**src/include/sixio_pkg.sv**
```systemverilog
// Notes on behaviour
// - Six pins, five bidirectional; each has direction, slew, threshold bits, and all but pin 3 latch, analog, drain bits.
// - Direction 1 turns the driver off; 0 drives the output latch onto the pin.
// - Pin 3 is input only; its direction bit always reads 1.
// - Pin level register reads live pins; writing it updates the output latch.
// - Latch writes equal pin level writes; latch reads return stored latch bits.
// - Output latch holds the latest write to either register.
// - Port writes store the written bits into the latch; no bit comes from the pins read.
// - Analog select set disables the pin's digital input buffer.
// - An analog pin always reads 0 digitally.
// - Direction still controls the driver in analog mode; digital outputs still drive.
// - An enabled analog output forces the digital driver to high impedance.
// - After reset the latch is the output source of every pin but pin 3; others only via remap selection.
// - An enabled peripheral stops general purpose output but pin reads still work.
// - Open-drain bit set means sink only; clear means push-pull.
// - A pin under the I2C module is open-drain whatever its drain bit.
// - Slew bit set limits slew rate; clear gives full rate.
// - Threshold bit picks Schmitt CMOS or TTL for reads.
// - Analog select bits reset to analog mode.
// - Pull-up off on outputs unless open-drain; then on only while output high.
package sixio_pkg;
    localparam int PIN_W = 6;
    localparam int ADDR_W = 8;
    localparam logic [7:0] OFS_PIN = 8'h00;
    localparam logic [7:0] OFS_LAT = 8'h04;
    localparam logic [7:0] OFS_DIR = 8'h08;
    localparam logic [7:0] OFS_ANA = 8'h0c;
    localparam logic [7:0] OFS_WPU = 8'h10;
    localparam logic [7:0] OFS_ODC = 8'h14;
    localparam logic [7:0] OFS_SLR = 8'h18;
    localparam logic [7:0] OFS_LVL = 8'h1c;
    localparam int IN_ONLY_BIT = 3;
    // Bits that exist in each register; the others read as constants.
    localparam logic [5:0] MASK_FULL = 6'h3f;
    localparam logic [5:0] MASK_NO3 = 6'h37;
    localparam logic [5:0] DIR_FIXED_ONES = 6'h08;
    localparam logic [5:0] RST_DIR = 6'h3f;
    localparam logic [5:0] RST_LAT = 6'h00;
    localparam logic [5:0] RST_ANA = 6'h37;
    localparam logic [5:0] RST_WPU = 6'h00;
    localparam logic [5:0] RST_ODC = 6'h00;
    localparam logic [5:0] RST_SLR = 6'h3f;
    localparam logic [5:0] RST_LVL = 6'h3f;
    localparam logic [1:0] RESP_OKAY = 2'h0;
    localparam logic [1:0] RESP_SLVERR = 2'h2;
    typedef enum logic [3:0] {
        SIXIO_R_PIN = 4'h0,
        SIXIO_R_LAT = 4'h1,
        SIXIO_R_DIR = 4'h2,
        SIXIO_R_ANA = 4'h3,
        SIXIO_R_WPU = 4'h4,
        SIXIO_R_ODC = 4'h5,
        SIXIO_R_SLR = 4'h6,
        SIXIO_R_LVL = 4'h7,
        SIXIO_R_NONE = 4'hf
    } sixio_reg_t;
endpackage

```
**src/include/sixio_cfg_if.sv**
```systemverilog
`timescale 1ns/10ps
interface sixio_cfg_if;
    logic [sixio_pkg::PIN_W-1:0] dir;
    logic [sixio_pkg::PIN_W-1:0] lat;
    logic [sixio_pkg::PIN_W-1:0] ana;
    logic [sixio_pkg::PIN_W-1:0] wpu;
    logic [sixio_pkg::PIN_W-1:0] odc;
    logic [sixio_pkg::PIN_W-1:0] slr;
    logic [sixio_pkg::PIN_W-1:0] lvl;
    modport ctrl (output dir, output lat, output ana, output wpu, output odc, output slr,
        output lvl);
    modport pad (input dir, input lat, input ana, input wpu, input odc, input slr,
        input lvl);
endinterface

```
**src/logic/sixio_pad_mux.sv**
```systemverilog
`timescale 1ns/10ps
module sixio_pad_mux (
    sixio_cfg_if.pad cfg,
    input wire logic [sixio_pkg::PIN_W-1:0] periph_sel,
    input wire logic [sixio_pkg::PIN_W-1:0] periph_out,
    input wire logic [sixio_pkg::PIN_W-1:0] i2c_sel,
    input wire logic [sixio_pkg::PIN_W-1:0] aout_en,
    output logic [sixio_pkg::PIN_W-1:0] pin_o,
    output logic [sixio_pkg::PIN_W-1:0] pin_oe_n,
    output logic [sixio_pkg::PIN_W-1:0] pull_up_en,
    output logic [sixio_pkg::PIN_W-1:0] slew_limit,
    output logic [sixio_pkg::PIN_W-1:0] thresh_cmos,
    output logic [sixio_pkg::PIN_W-1:0] in_buf_en
);
    logic [sixio_pkg::PIN_W-1:0] src;
    logic [sixio_pkg::PIN_W-1:0] od;
    logic [sixio_pkg::PIN_W-1:0] drive;
    logic [sixio_pkg::PIN_W-1:0] dir_eff;

    always_comb begin
        dir_eff = cfg.dir | sixio_pkg::DIR_FIXED_ONES;
        // The latch is the source unless remap hands the pin to a peripheral.
        src = (periph_sel & periph_out) | (~periph_sel & cfg.lat);
        od = cfg.odc | i2c_sel;
        // Analog mode does not touch the driver; only the direction bit and aout_en do.
        drive = ~dir_eff & ~aout_en;
        // An open-drain pin only pulls low; a high value leaves the pad floating.
        pin_oe_n = ~(drive & ~(od & src));
        pin_o = src & ~od;
        pull_up_en = cfg.wpu & (dir_eff | (od & src));
        slew_limit = cfg.slr;
        thresh_cmos = cfg.lvl;
        in_buf_en = ~cfg.ana;
    end
endmodule // sixio_pad_mux

```
**src/logic/sixio_port.sv**
```systemverilog
`timescale 1ns/10ps
module sixio_port (
    input wire logic aclk,
    input wire logic aresetn,
    input wire logic [sixio_pkg::ADDR_W-1:0] s_axi_awaddr,
    input wire logic s_axi_awvalid,
    output logic s_axi_awready,
    input wire logic [31:0] s_axi_wdata,
    input wire logic [3:0] s_axi_wstrb,
    input wire logic s_axi_wvalid,
    output logic s_axi_wready,
    output logic [1:0] s_axi_bresp,
    output logic s_axi_bvalid,
    input wire logic s_axi_bready,
    input wire logic [sixio_pkg::ADDR_W-1:0] s_axi_araddr,
    input wire logic s_axi_arvalid,
    output logic s_axi_arready,
    output logic [31:0] s_axi_rdata,
    output logic [1:0] s_axi_rresp,
    output logic s_axi_rvalid,
    input wire logic s_axi_rready,
    input wire logic [sixio_pkg::PIN_W-1:0] pin_i,
    output logic [sixio_pkg::PIN_W-1:0] pin_o,
    output logic [sixio_pkg::PIN_W-1:0] pin_oe_n,
    output logic [sixio_pkg::PIN_W-1:0] pull_up_en,
    output logic [sixio_pkg::PIN_W-1:0] slew_limit,
    output logic [sixio_pkg::PIN_W-1:0] thresh_cmos,
    output logic [sixio_pkg::PIN_W-1:0] in_buf_en,
    output logic [sixio_pkg::PIN_W-1:0] pin_level,
    input wire logic [sixio_pkg::PIN_W-1:0] periph_sel,
    input wire logic [sixio_pkg::PIN_W-1:0] periph_out,
    input wire logic [sixio_pkg::PIN_W-1:0] i2c_sel,
    input wire logic [sixio_pkg::PIN_W-1:0] aout_en
);
    localparam int W = sixio_pkg::PIN_W;

    logic [W-1:0] dir_r;
    logic [W-1:0] lat_r;
    logic [W-1:0] ana_r;
    logic [W-1:0] wpu_r;
    logic [W-1:0] odc_r;
    logic [W-1:0] slr_r;
    logic [W-1:0] lvl_r;
    logic [W-1:0] pin_meta_r;
    logic [W-1:0] pin_sync_r;
    logic [W-1:0] pin_read;
    logic [W-1:0] lat_nxt;
    logic aw_full_r;
    logic w_full_r;
    logic [sixio_pkg::ADDR_W-1:0] aw_addr_r;
    logic [7:0] w_byte_r;
    logic w_lane_r;
    logic wr_go;
    logic wr_hit_lat;
    logic bvalid_r;
    logic [1:0] bresp_r;
    logic rvalid_r;
    logic [1:0] rresp_r;
    logic [31:0] rdata_r;
    sixio_pkg::sixio_reg_t wr_sel;
    sixio_pkg::sixio_reg_t rd_sel;

    sixio_cfg_if cfg ();

    function automatic sixio_pkg::sixio_reg_t decode(input logic [sixio_pkg::ADDR_W-1:0] a);
        unique case (a)
            sixio_pkg::OFS_PIN: decode = sixio_pkg::SIXIO_R_PIN;
            sixio_pkg::OFS_LAT: decode = sixio_pkg::SIXIO_R_LAT;
            sixio_pkg::OFS_DIR: decode = sixio_pkg::SIXIO_R_DIR;
            sixio_pkg::OFS_ANA: decode = sixio_pkg::SIXIO_R_ANA;
            sixio_pkg::OFS_WPU: decode = sixio_pkg::SIXIO_R_WPU;
            sixio_pkg::OFS_ODC: decode = sixio_pkg::SIXIO_R_ODC;
            sixio_pkg::OFS_SLR: decode = sixio_pkg::SIXIO_R_SLR;
            sixio_pkg::OFS_LVL: decode = sixio_pkg::SIXIO_R_LVL;
            default: decode = sixio_pkg::SIXIO_R_NONE;
        endcase
    endfunction

    // Only the low byte lane carries register bits; bits that do not exist keep old.
    function automatic logic [W-1:0] merge(input logic [W-1:0] old, input logic [7:0] wb,
        input logic [W-1:0] mask);
        merge = (old & ~mask) | (wb[W-1:0] & mask);
    endfunction

    // Pins cross from the board, so two flops sit before any reader.
    always_ff @(posedge aclk) begin
        if (!aresetn) begin
            pin_meta_r <= '0;
            pin_sync_r <= '0;
        end else begin
            pin_meta_r <= pin_i;
            pin_sync_r <= pin_meta_r;
        end
    end

    // The threshold choice is applied in the pad, so the synced level already obeys it.
    assign pin_read = pin_sync_r & ~ana_r;
    assign pin_level = pin_read;

    // Write channel: address and data are taken in either order, then committed.
    assign s_axi_awready = !aw_full_r && !bvalid_r;
    assign s_axi_wready = !w_full_r && !bvalid_r;
    assign wr_go = aw_full_r && w_full_r && !bvalid_r;
    assign wr_sel = decode(aw_addr_r);
    assign wr_hit_lat = wr_go && w_lane_r &&
        (wr_sel == sixio_pkg::SIXIO_R_PIN || wr_sel == sixio_pkg::SIXIO_R_LAT);

    always_ff @(posedge aclk) begin
        if (!aresetn) begin
            aw_full_r <= 1'b0;
            aw_addr_r <= '0;
        end else if (s_axi_awvalid && s_axi_awready) begin
            aw_full_r <= 1'b1;
            aw_addr_r <= s_axi_awaddr;
        end else if (wr_go) begin
            aw_full_r <= 1'b0;
        end
    end

    always_ff @(posedge aclk) begin
        if (!aresetn) begin
            w_full_r <= 1'b0;
            w_byte_r <= 8'h00;
            w_lane_r <= 1'b0;
        end else if (s_axi_wvalid && s_axi_wready) begin
            w_full_r <= 1'b1;
            w_byte_r <= s_axi_wdata[7:0];
            w_lane_r <= s_axi_wstrb[0];
        end else if (wr_go) begin
            w_full_r <= 1'b0;
        end
    end

    always_ff @(posedge aclk) begin
        if (!aresetn) begin
            bvalid_r <= 1'b0;
            bresp_r <= sixio_pkg::RESP_OKAY;
        end else if (wr_go) begin
            bvalid_r <= 1'b1;
            bresp_r <= (wr_sel == sixio_pkg::SIXIO_R_NONE) ?
                sixio_pkg::RESP_SLVERR : sixio_pkg::RESP_OKAY;
        end else if (s_axi_bready) begin
            bvalid_r <= 1'b0;
        end
    end

    assign s_axi_bvalid = bvalid_r;
    assign s_axi_bresp = bresp_r;

    // A byte write stores the written bits; bit 3, which the latch lacks, is cleared, not taken from the pins read.
    assign lat_nxt = merge(pin_read, w_byte_r, sixio_pkg::MASK_NO3) &
        sixio_pkg::MASK_NO3;

    always_ff @(posedge aclk) begin
        if (!aresetn) begin
            lat_r <= sixio_pkg::RST_LAT;
        end else if (wr_hit_lat) begin
            lat_r <= lat_nxt;
        end
    end

    always_ff @(posedge aclk) begin
        if (!aresetn) begin
            dir_r <= sixio_pkg::RST_DIR;
        end else if (wr_go && w_lane_r && wr_sel == sixio_pkg::SIXIO_R_DIR) begin
            dir_r <= merge(dir_r, w_byte_r, sixio_pkg::MASK_NO3) |
                sixio_pkg::DIR_FIXED_ONES;
        end
    end

    always_ff @(posedge aclk) begin
        if (!aresetn) begin
            ana_r <= sixio_pkg::RST_ANA;
        end else if (wr_go && w_lane_r && wr_sel == sixio_pkg::SIXIO_R_ANA) begin
            ana_r <= merge(ana_r, w_byte_r, sixio_pkg::MASK_NO3);
        end
    end

    always_ff @(posedge aclk) begin
        if (!aresetn) begin
            wpu_r <= sixio_pkg::RST_WPU;
            odc_r <= sixio_pkg::RST_ODC;
            slr_r <= sixio_pkg::RST_SLR;
            lvl_r <= sixio_pkg::RST_LVL;
        end else if (wr_go && w_lane_r) begin
            unique case (wr_sel)
                sixio_pkg::SIXIO_R_WPU: wpu_r <= merge(wpu_r, w_byte_r, sixio_pkg::MASK_FULL);
                sixio_pkg::SIXIO_R_ODC: odc_r <= merge(odc_r, w_byte_r, sixio_pkg::MASK_NO3);
                sixio_pkg::SIXIO_R_SLR: slr_r <= merge(slr_r, w_byte_r, sixio_pkg::MASK_FULL);
                sixio_pkg::SIXIO_R_LVL: lvl_r <= merge(lvl_r, w_byte_r, sixio_pkg::MASK_FULL);
                default: ;
            endcase
        end
    end

    // Read channel: one read in flight; data is registered with the response.
    assign s_axi_arready = !rvalid_r;
    assign rd_sel = decode(s_axi_araddr);

    always_ff @(posedge aclk) begin
        if (!aresetn) begin
            rvalid_r <= 1'b0;
            rresp_r <= sixio_pkg::RESP_OKAY;
            rdata_r <= 32'h0000_0000;
        end else if (s_axi_arvalid && s_axi_arready) begin
            rvalid_r <= 1'b1;
            rresp_r <= sixio_pkg::RESP_OKAY;
            rdata_r <= 32'h0000_0000;
            unique case (rd_sel)
                sixio_pkg::SIXIO_R_PIN: rdata_r[W-1:0] <= pin_read;
                sixio_pkg::SIXIO_R_LAT: rdata_r[W-1:0] <= lat_r;
                sixio_pkg::SIXIO_R_DIR: rdata_r[W-1:0] <= dir_r | sixio_pkg::DIR_FIXED_ONES;
                sixio_pkg::SIXIO_R_ANA: rdata_r[W-1:0] <= ana_r;
                sixio_pkg::SIXIO_R_WPU: rdata_r[W-1:0] <= wpu_r;
                sixio_pkg::SIXIO_R_ODC: rdata_r[W-1:0] <= odc_r;
                sixio_pkg::SIXIO_R_SLR: rdata_r[W-1:0] <= slr_r;
                sixio_pkg::SIXIO_R_LVL: rdata_r[W-1:0] <= lvl_r;
                default: rresp_r <= sixio_pkg::RESP_SLVERR;
            endcase
        end else if (s_axi_rready) begin
            rvalid_r <= 1'b0;
        end
    end

    assign s_axi_rvalid = rvalid_r;
    assign s_axi_rresp = rresp_r;
    assign s_axi_rdata = rdata_r;

    assign cfg.dir = dir_r;
    assign cfg.lat = lat_r;
    assign cfg.ana = ana_r;
    assign cfg.wpu = wpu_r;
    assign cfg.odc = odc_r;
    assign cfg.slr = slr_r;
    assign cfg.lvl = lvl_r;

    sixio_pad_mux u_pad (
        .cfg(cfg.pad),
        .periph_sel(periph_sel),
        .periph_out(periph_out),
        .i2c_sel(i2c_sel),
        .aout_en(aout_en),
        .pin_o(pin_o),
        .pin_oe_n(pin_oe_n),
        .pull_up_en(pull_up_en),
        .slew_limit(slew_limit),
        .thresh_cmos(thresh_cmos),
        .in_buf_en(in_buf_en)
    );

    chk_input_only: assert property (
        @(posedge aclk) disable iff (!aresetn)
        pin_oe_n[sixio_pkg::IN_ONLY_BIT] && dir_r[sixio_pkg::IN_ONLY_BIT])
        else $error("input-only pin driven or its direction bit cleared");

    chk_dir_off: assert property (
        @(posedge aclk) disable iff (!aresetn)
        ((dir_r | aout_en) & ~pin_oe_n) == '0)
        else $error("driver enabled on an input or analog-output pin");

    chk_dir_drive: assert property (
        @(posedge aclk) disable iff (!aresetn)
        (dir_r[0] == 1'b0 && aout_en[0] == 1'b0 && odc_r[0] == 1'b0 && i2c_sel[0] == 1'b0
            && periph_sel[0] == 1'b0) |-> (!pin_oe_n[0] && pin_o[0] == lat_r[0]))
        else $error("pin 0 output does not carry the latch");

    chk_analog_read: assert property (
        @(posedge aclk) disable iff (!aresetn)
        (s_axi_arvalid && s_axi_arready && s_axi_araddr == sixio_pkg::OFS_PIN)
        |=> (s_axi_rdata[W-1:0] & $past(ana_r)) == '0 && s_axi_rdata[31:W] == '0)
        else $error("analog pin read back as nonzero");

    chk_latch_read: assert property (
        @(posedge aclk) disable iff (!aresetn)
        (s_axi_arvalid && s_axi_arready && s_axi_araddr == sixio_pkg::OFS_LAT)
        |=> s_axi_rvalid && s_axi_rdata[W-1:0] == $past(lat_r))
        else $error("latch read does not return latch contents");

    chk_latch_write: assert property (
        @(posedge aclk) disable iff (!aresetn)
        wr_hit_lat |=> lat_r == ($past(w_byte_r[W-1:0]) & sixio_pkg::MASK_NO3))
        else $error("latch does not hold the last written value");

    chk_write_resp: assert property (
        @(posedge aclk) disable iff (!aresetn)
        (s_axi_awvalid && s_axi_awready && s_axi_wvalid && s_axi_wready)
        |=> ##1 s_axi_bvalid)
        else $error("write response not raised two cycles after both channels");

    chk_open_drain: assert property (
        @(posedge aclk) disable iff (!aresetn)
        ((odc_r | i2c_sel) & ~pin_oe_n & pin_o) == '0)
        else $error("open-drain pin sourced current");

    chk_pull_up: assert property (
        @(posedge aclk) disable iff (!aresetn)
        (pull_up_en & ~(dir_r | odc_r | i2c_sel)) == '0)
        else $error("pull-up on a push-pull output");

    chk_analog_buf: assert property (
        @(posedge aclk) disable iff (!aresetn)
        (in_buf_en & ana_r) == '0)
        else $error("input buffer on with analog select set");

    chk_ana_reset: assert property (
        @(posedge aclk)
        !aresetn |=> ana_r == sixio_pkg::RST_ANA && lat_r == sixio_pkg::RST_LAT)
        else $error("analog select or latch not at reset value");

    chk_bresp_hold: assert property (
        @(posedge aclk) disable iff (!aresetn)
        (s_axi_bvalid && !s_axi_bready) |=> s_axi_bvalid && $stable(s_axi_bresp))
        else $error("write response dropped before taken");

endmodule // sixio_port

```
**config.mk**
```make
export PLATFORM = sky130hd
export DESIGN_NAME = sixio_port
export DESIGN_NICKNAME = d
export VERILOG_FILES = /design/src/include/sixio_pkg.sv /design/src/include/sixio_cfg_if.sv /design/src/logic/sixio_pad_mux.sv /design/src/logic/sixio_port.sv
export SDC_FILE = /design/constraint.sdc
export NUM_CORES = 1
export LEC_CHECK = 0
export BUFFER_PORTS_ARGS = -buffer_cell sky130_fd_sc_hd__buf_2
export CORE_MARGIN = 1
export CORE_UTILIZATION = 25
export CTS_BUF_LIST = sky130_fd_sc_hd__clkbuf_8
export DETAILED_ROUTE_END_ITERATION = 7
export PLACE_DENSITY = 0.47
export SLEW_MARGIN = 40
export SYNTH_ARGS = -nofsm -noshare
export SYNTH_HDL_FRONTEND = slang
export SYNTH_SLANG_ARGS = --single-unit
```
**constraint.sdc**
```tcl
create_clock -name aclk -period 5 [get_ports aclk]
set_input_delay 1.25 -clock aclk [delete_from_list [all_inputs] [get_ports aclk]]
set_output_delay 1.25 -clock aclk [all_outputs]
set_load 0.01 [all_outputs]
```
After elaboration in Yosys (flattened, before gate mapping)
Memory sizes are Yosys's and may differ from the RTL's. A register that Yosys moved wholly into a read port is not among the register bits.
Cells that the tools add are included.

word-level totals
  flip-flop bits (word level) = 81
  bits in read-only memories = 256
  input bits = 89
  output and inout port bits = 83
  logic and storage cells = 100
  memories = 2

memories
  name              depth  bits a word  rd ports  clocked after Yosys merged registers in  wr ports  RTL line          text
  (name not given)  32     4            1         0                                        0         sixio_port.sv:66  unique case (a)
  (name not given)  32     4            1         1                                        0         sixio_port.sv:66

operators by class
  eq/ne operators = 15
  mux-type cells = 14
  bitwise operators = 21
  reduce and logical (&&, ||, !) cells = 29

operators with widths
  operator                                        number
  AND 6 bit                                       8
  case mux 6 bit (8 select lines)                 1
  NOT 6 bit                                       7
  == test 4 x 3 -> 1 bit (second input constant)  8
  OR 4 x 6 -> 6 bit                               3
  OR 6 bit                                        3
  == test 4 x 2 -> 1 bit (second input constant)  4
  logical AND 1 bit                               11
  two-way mux 5 bit                               2
  == test 4 x 1 -> 1 bit (second input constant)  2
  logical NOT 4 bit                               2
  two-way mux 4 bit                               2
  AND reduction 2 bit                             4
  nonzero test 2 bit                              4
  OR reduction 8 bit                              1
  two-way mux 1 bit                               7
  logical NOT 3 bit                               2
  == test 4 bit (second input constant)           1
  logical NOT 1 bit                               4
  two-way mux 2 bit                               2
  logical OR 1 bit                                1

Longest topological paths before layout
  depth in word-level cells = 7
  gate-level depth with buffers = 6
  mapped depth without buffers = 4

Modules after synthesis
From an unflattened synthesis, not the netlist that was laid out.

second synthesis, totals
  cells, all modules = 440
  area, all modules = 3875.0 um^2

modules (own cells, without submodules)
  module         times used  cells an instance  area an instance (um^2)
  sixio_port     1           377                3522.1
  sixio_pad_mux  1           63                 352.8

Least setup slack after synthesis
OpenSTA, ideal clock, no wires.

  kind = input-to-output
  start = input periph_sel[0] (netlist bit)
  end = output pin_oe_n[0] (netlist bit)
  arrival time = 1862 ps
  required time = 3750 ps
  path slack = 1888 ps
  stages on the path = 3
  buffers on the path = 0
  path through = mux2i_1 nor2_1 or3_1

between the ends
  longest elaborated chain between the ends = 7

RTL lines
  element             RTL line             text
  start: declaration  sixio_port.sv:30     input wire logic [sixio_pkg::PIN_W-1:0] periph_sel,
  NOT 6 bit           sixio_pad_mux.sv:23  src = (periph_sel & periph_out) | (~periph_sel & cfg.lat);
  AND 6 bit           sixio_pad_mux.sv:23
  OR 6 bit (*)        sixio_pad_mux.sv:23
  AND 6 bit (*)       sixio_pad_mux.sv:28  pin_oe_n = ~(drive & ~(od & src));
  NOT 6 bit (*)       sixio_pad_mux.sv:28
  AND 6 bit (*)       sixio_pad_mux.sv:28
  NOT 6 bit (*)       sixio_pad_mux.sv:28
  end: declaration    sixio_port.sv:24     output logic [sixio_pkg::PIN_W-1:0] pin_oe_n,

Every way passes the cells marked *; elsewhere a longest branch is shown, timed or not.

Worst setup path in the final report
  start = input periph_sel[2] (netlist bit)
  end = output pin_oe_n[2] (netlist bit)

The elaborated chain is that of the path after synthesis.

==> impl_results.md <==
* CP cell instances: buf_2 -> mux2i_1 -> nor2_1 -> or3_1 -> buf_2
* Yosys warns at 0
* Postcts setup bufs at 0
* RSZ-0062 raised after global routing: false
* Worst path slowest cell: or3_1
* Post-route ant nets at 0
* Multi-input gate area at 1960 um2
* Worst EP arrival at 2120 ps
* DIE AREA at 15,800 um2
* Pre-CTS setup slack at 1620 ps
* Placed cell areas at 4410 um2
* Critical path class: input pin to primary output
* Clock Tree Buf Depth at 2
* Hold-fix buffers, CTS at 0
* Num CTS Buffers at 9
* Worst-path clk slew at roughly 70 ps
* Outcome: completed
* CP peak stage delay at 310 ps
* Final instance area at ~4600 um2
* Fill cells at 1,598
* EDFF count, synth at 0
* Max Slew Vio Count at 0
* Main synth FF type: dfxtp_1
* Cells after Synth at 424
* Final Hold Viols at 0
* Vias per cell at 4.48
* Synthesized area at 3830 um2
* FP Rows at 44
* Critical path required time at 3750 ps
* Cell count along the critical path at 5
* Power density over cell area at around 280 nW/um2
* TritonCTS clock tree: yes
* Share of the synthesized area in the top cell type at 42.3%
* I/O pins at roughly 170
* Crit path from: periph_sel[2]
* GR Overflow Total at 0
* Critical R2R Launch: aw_addr_r[5]$_SDFFE_PN0N_
* Vias in the first global route at between 3,000 and 4,000
* Yosys cell types at 40
* Slew @ Worst Pin at 807 ps
* Delay-heaviest family, CP: simple AND/OR/NAND/NOR gates
* First-pass GRT wire length at between 15,000 and 20,000 um
* Area Growth Syn to Fin at 19.7%
* # setup viols final at 0
* Minimum clock period at 3370 ps
* PnR Total Power at ~1.3 mW
* Nets@finish at between 600 and 700
* Lkg Pwr at between 2 and 2.5 nW
* Root Buffer Master: clkbuf_8
* Starting Density at 26.0%
* Buffers added on ports at 111
* H-tree level count at 3
* Die X at 126 um
* Post-CTS Resized at 0
* Min-Delay Path Class: flop to flop
* TritonCTS Sinks at just over 80
* Post-synthesis sequential area ratio at 42.3%
* Die Height at 126 um
* Startpoint Class: input pin
* Cell taking the most area after synthesis: dfxtp_1
* Post-DR wirelength/cell at 15.1 um
* RR Endpoint: cfg.lvl[4]$_SDFFE_PN1P_
* Global Route Usage Sum at roughly 14%
* Share of layout cells above drive strength 1 at 28.7%
* Diode count at 0
* Final setup margin at 1630 ps
* Largest net degree at the start of global routing at 67
* Synth top area cells: dfxtp_1 (42%), mux2i_1 (12%), buf_4 (6.1%)
* Sequential Power Share at between 50 and 60%
* Sw Ratio at 25.8%
* Clock power frac at 34.3%
* Initial DRC Count at 76
* Worst-Skew Late Latency at 360 ps
* FF+latch area at 1620 um2
* Ys async rst share at 0%
* Crit path to: pin_oe_n[2]
* Worst slew margin at 45.8%
* Tcrit/Tclk final at between 60% and 70%
* Top cell by count, worst path: buf_2
* Total wire length at 10,700 um
* Fmax at 0.297 GHz
* Peak VDD IR at a little over 0.0001 V
* Detailed Routing Iterations Pass 1 at 4
* Setup TNS at 0 ps
* Routed vias at 3,168
* Total of max-cap violations at 0
* Number of synthesized register bits at 81
* Total internal power at 0.939 mW
* Number of cells on the worst reg-to-reg path at 4
* R2R setup slack at 2960 ps
* GP Congestion at 0.787
* Comb pwr share at 11.4%
* Clock skew at roughly 8 ps
* Initial antenna violation count at 0
* Psw at 0.326 mW
* DRC at 0
* Syn avg cell area at 9.03 um2
* CP Capture Type: primary output
* CP Buf/Inv Count at 2
* Worst-path fanout max at 2
* Core area at about 15,000 um2
* HPWL after DPL at 7820 um
-- cell families after synthesis --
| group | share of synthesized area [%] |
|---|---|
| AOI/OAI and AO/OA | 9.60 |
| buffers and inverters | 9.44 |
| DFF | 42.3 |
| muxes | 15.5 |
| other | 0.196 |
| and+or+nand+nor | 22.9 |
-- cells in the mapped netlist, types with 2 or more instances --
| cell type | number |
|---|---|
| and3b_1 | 2 |
| nand2_1 | 43 |
| o211ai_1 | 6 |
| o21a_1 | 5 |
| dfxtp_1 | 81 |
| nand3_1 | 12 |
| mux2i_1 | 47 |
| inv_1 | 7 |
| a22oi_1 | 5 |
| and3_1 | 2 |
| nor3_1 | 9 |
| nand4_1 | 3 |
| buf_4 | 31 |
| o21ai_0 | 21 |
| nand2b_1 | 5 |
| a221oi_1 | 5 |
| conb_1 | 2 |
| nor4b_4 | 2 |
| nor2_1 | 36 |
| or4b_2 | 5 |
| clkbuf_1 | 22 |
| and2_1 | 18 |
| mux2_2 | 11 |
| nor2b_1 | 7 |
| a21oi_1 | 15 |
| nor3b_1 | 3 |
| or3_1 | 6 |
-- worst min path at each step --
stage                        startpoint                       end  slack (ps)  cells after the start
4_1_cts        pin_meta_r[2]$_SDFF_PN0_  pin_sync_r[2]$_SDFF_PN0_         440                      1
2_1_floorplan  pin_meta_r[0]$_SDFF_PN0_  pin_sync_r[0]$_SDFF_PN0_         410                      1
5_1_grt        pin_meta_r[0]$_SDFF_PN0_  pin_sync_r[0]$_SDFF_PN0_         450                      1
3_3_place_gp   pin_meta_r[2]$_SDFF_PN0_  pin_sync_r[2]$_SDFF_PN0_         410                      1
3_5_place_dp   pin_meta_r[2]$_SDFF_PN0_  pin_sync_r[2]$_SDFF_PN0_         420                      1
6_report       pin_meta_r[2]$_SDFF_PN0_  pin_sync_r[2]$_SDFF_PN0_         430                      1
-- power by group through the flow --
stage,Clock [mW],Combinational (mW),Sequential (mW)
2_1_floorplan,0,0.120,0.692
3_3_place_gp,0,0.142,0.701
3_5_place_dp,0,0.145,0.702
4_1_cts,0.446,0.145,0.687
5_1_grt,0.475,0.160,0.691
6_report,0.435,0.144,0.687
-- cells in the final DEF, fill, tap and decap left out, types with 12 or more instances in the layout --
master,synthesis,routed
buf_2,1,111
dfxtp_1,81,81
mux2i_1,47,47
nand2_1,43,43
nor2_1,36,36
conb_1,2,30
o21ai_0,21,21
and2_1,18,18
a21oi_1,15,15
nand3_1,12,12
clkbuf_8,0,12
-- registers in the layout, summed over array words and instances (netlist names), named ones only --
register,cells
aw_addr_r,8
cfg.lvl,6
cfg.slr,6
cfg.wpu,6
pin_meta_r,6
pin_sync_r,6
s_axi_rdata,6
w_byte_r,6
ana_r,5
cfg.dir,5
cfg.lat,5
cfg.odc,5
aw_full_r,1
s_axi_bresp,1
s_axi_bvalid,1
s_axi_rresp,1
s_axi_rvalid,1
w_full_r,1
w_lane_r,1
-- through the flow --
stage,instances,util [%],hold WS (ps)
finish,707,31.1,433
global route,707,31.1,449
CTS,707,31.0,436
detailed placement,694,29.9,418
global placement,694,29.9,414
floorplan,452,-,412
-- final cells by class --
| type | count | share of cell area (%) |
|---|---|---|
| Timing Repair Buffer | 113 | 12.4 |
| Inverter | 8 | 0.655 |
| Clock inverter | 1 | 0.0819 |
| Tap cell | 184 | 5.02 |
| Clock buffer | 12 | 3.60 |
| Sequential cell | 81 | 35.4 |
| Multi-Input combinational cell | 308 | 42.8 |
-- per-layer routing --
metal	track usage, %	routed length (um)
met5	0	0
met3	3.10	585
met4	6.73	306
met1	18.8	5090
met2	21.8	4700
Note: power is estimated with default switching activity, not from simulation.
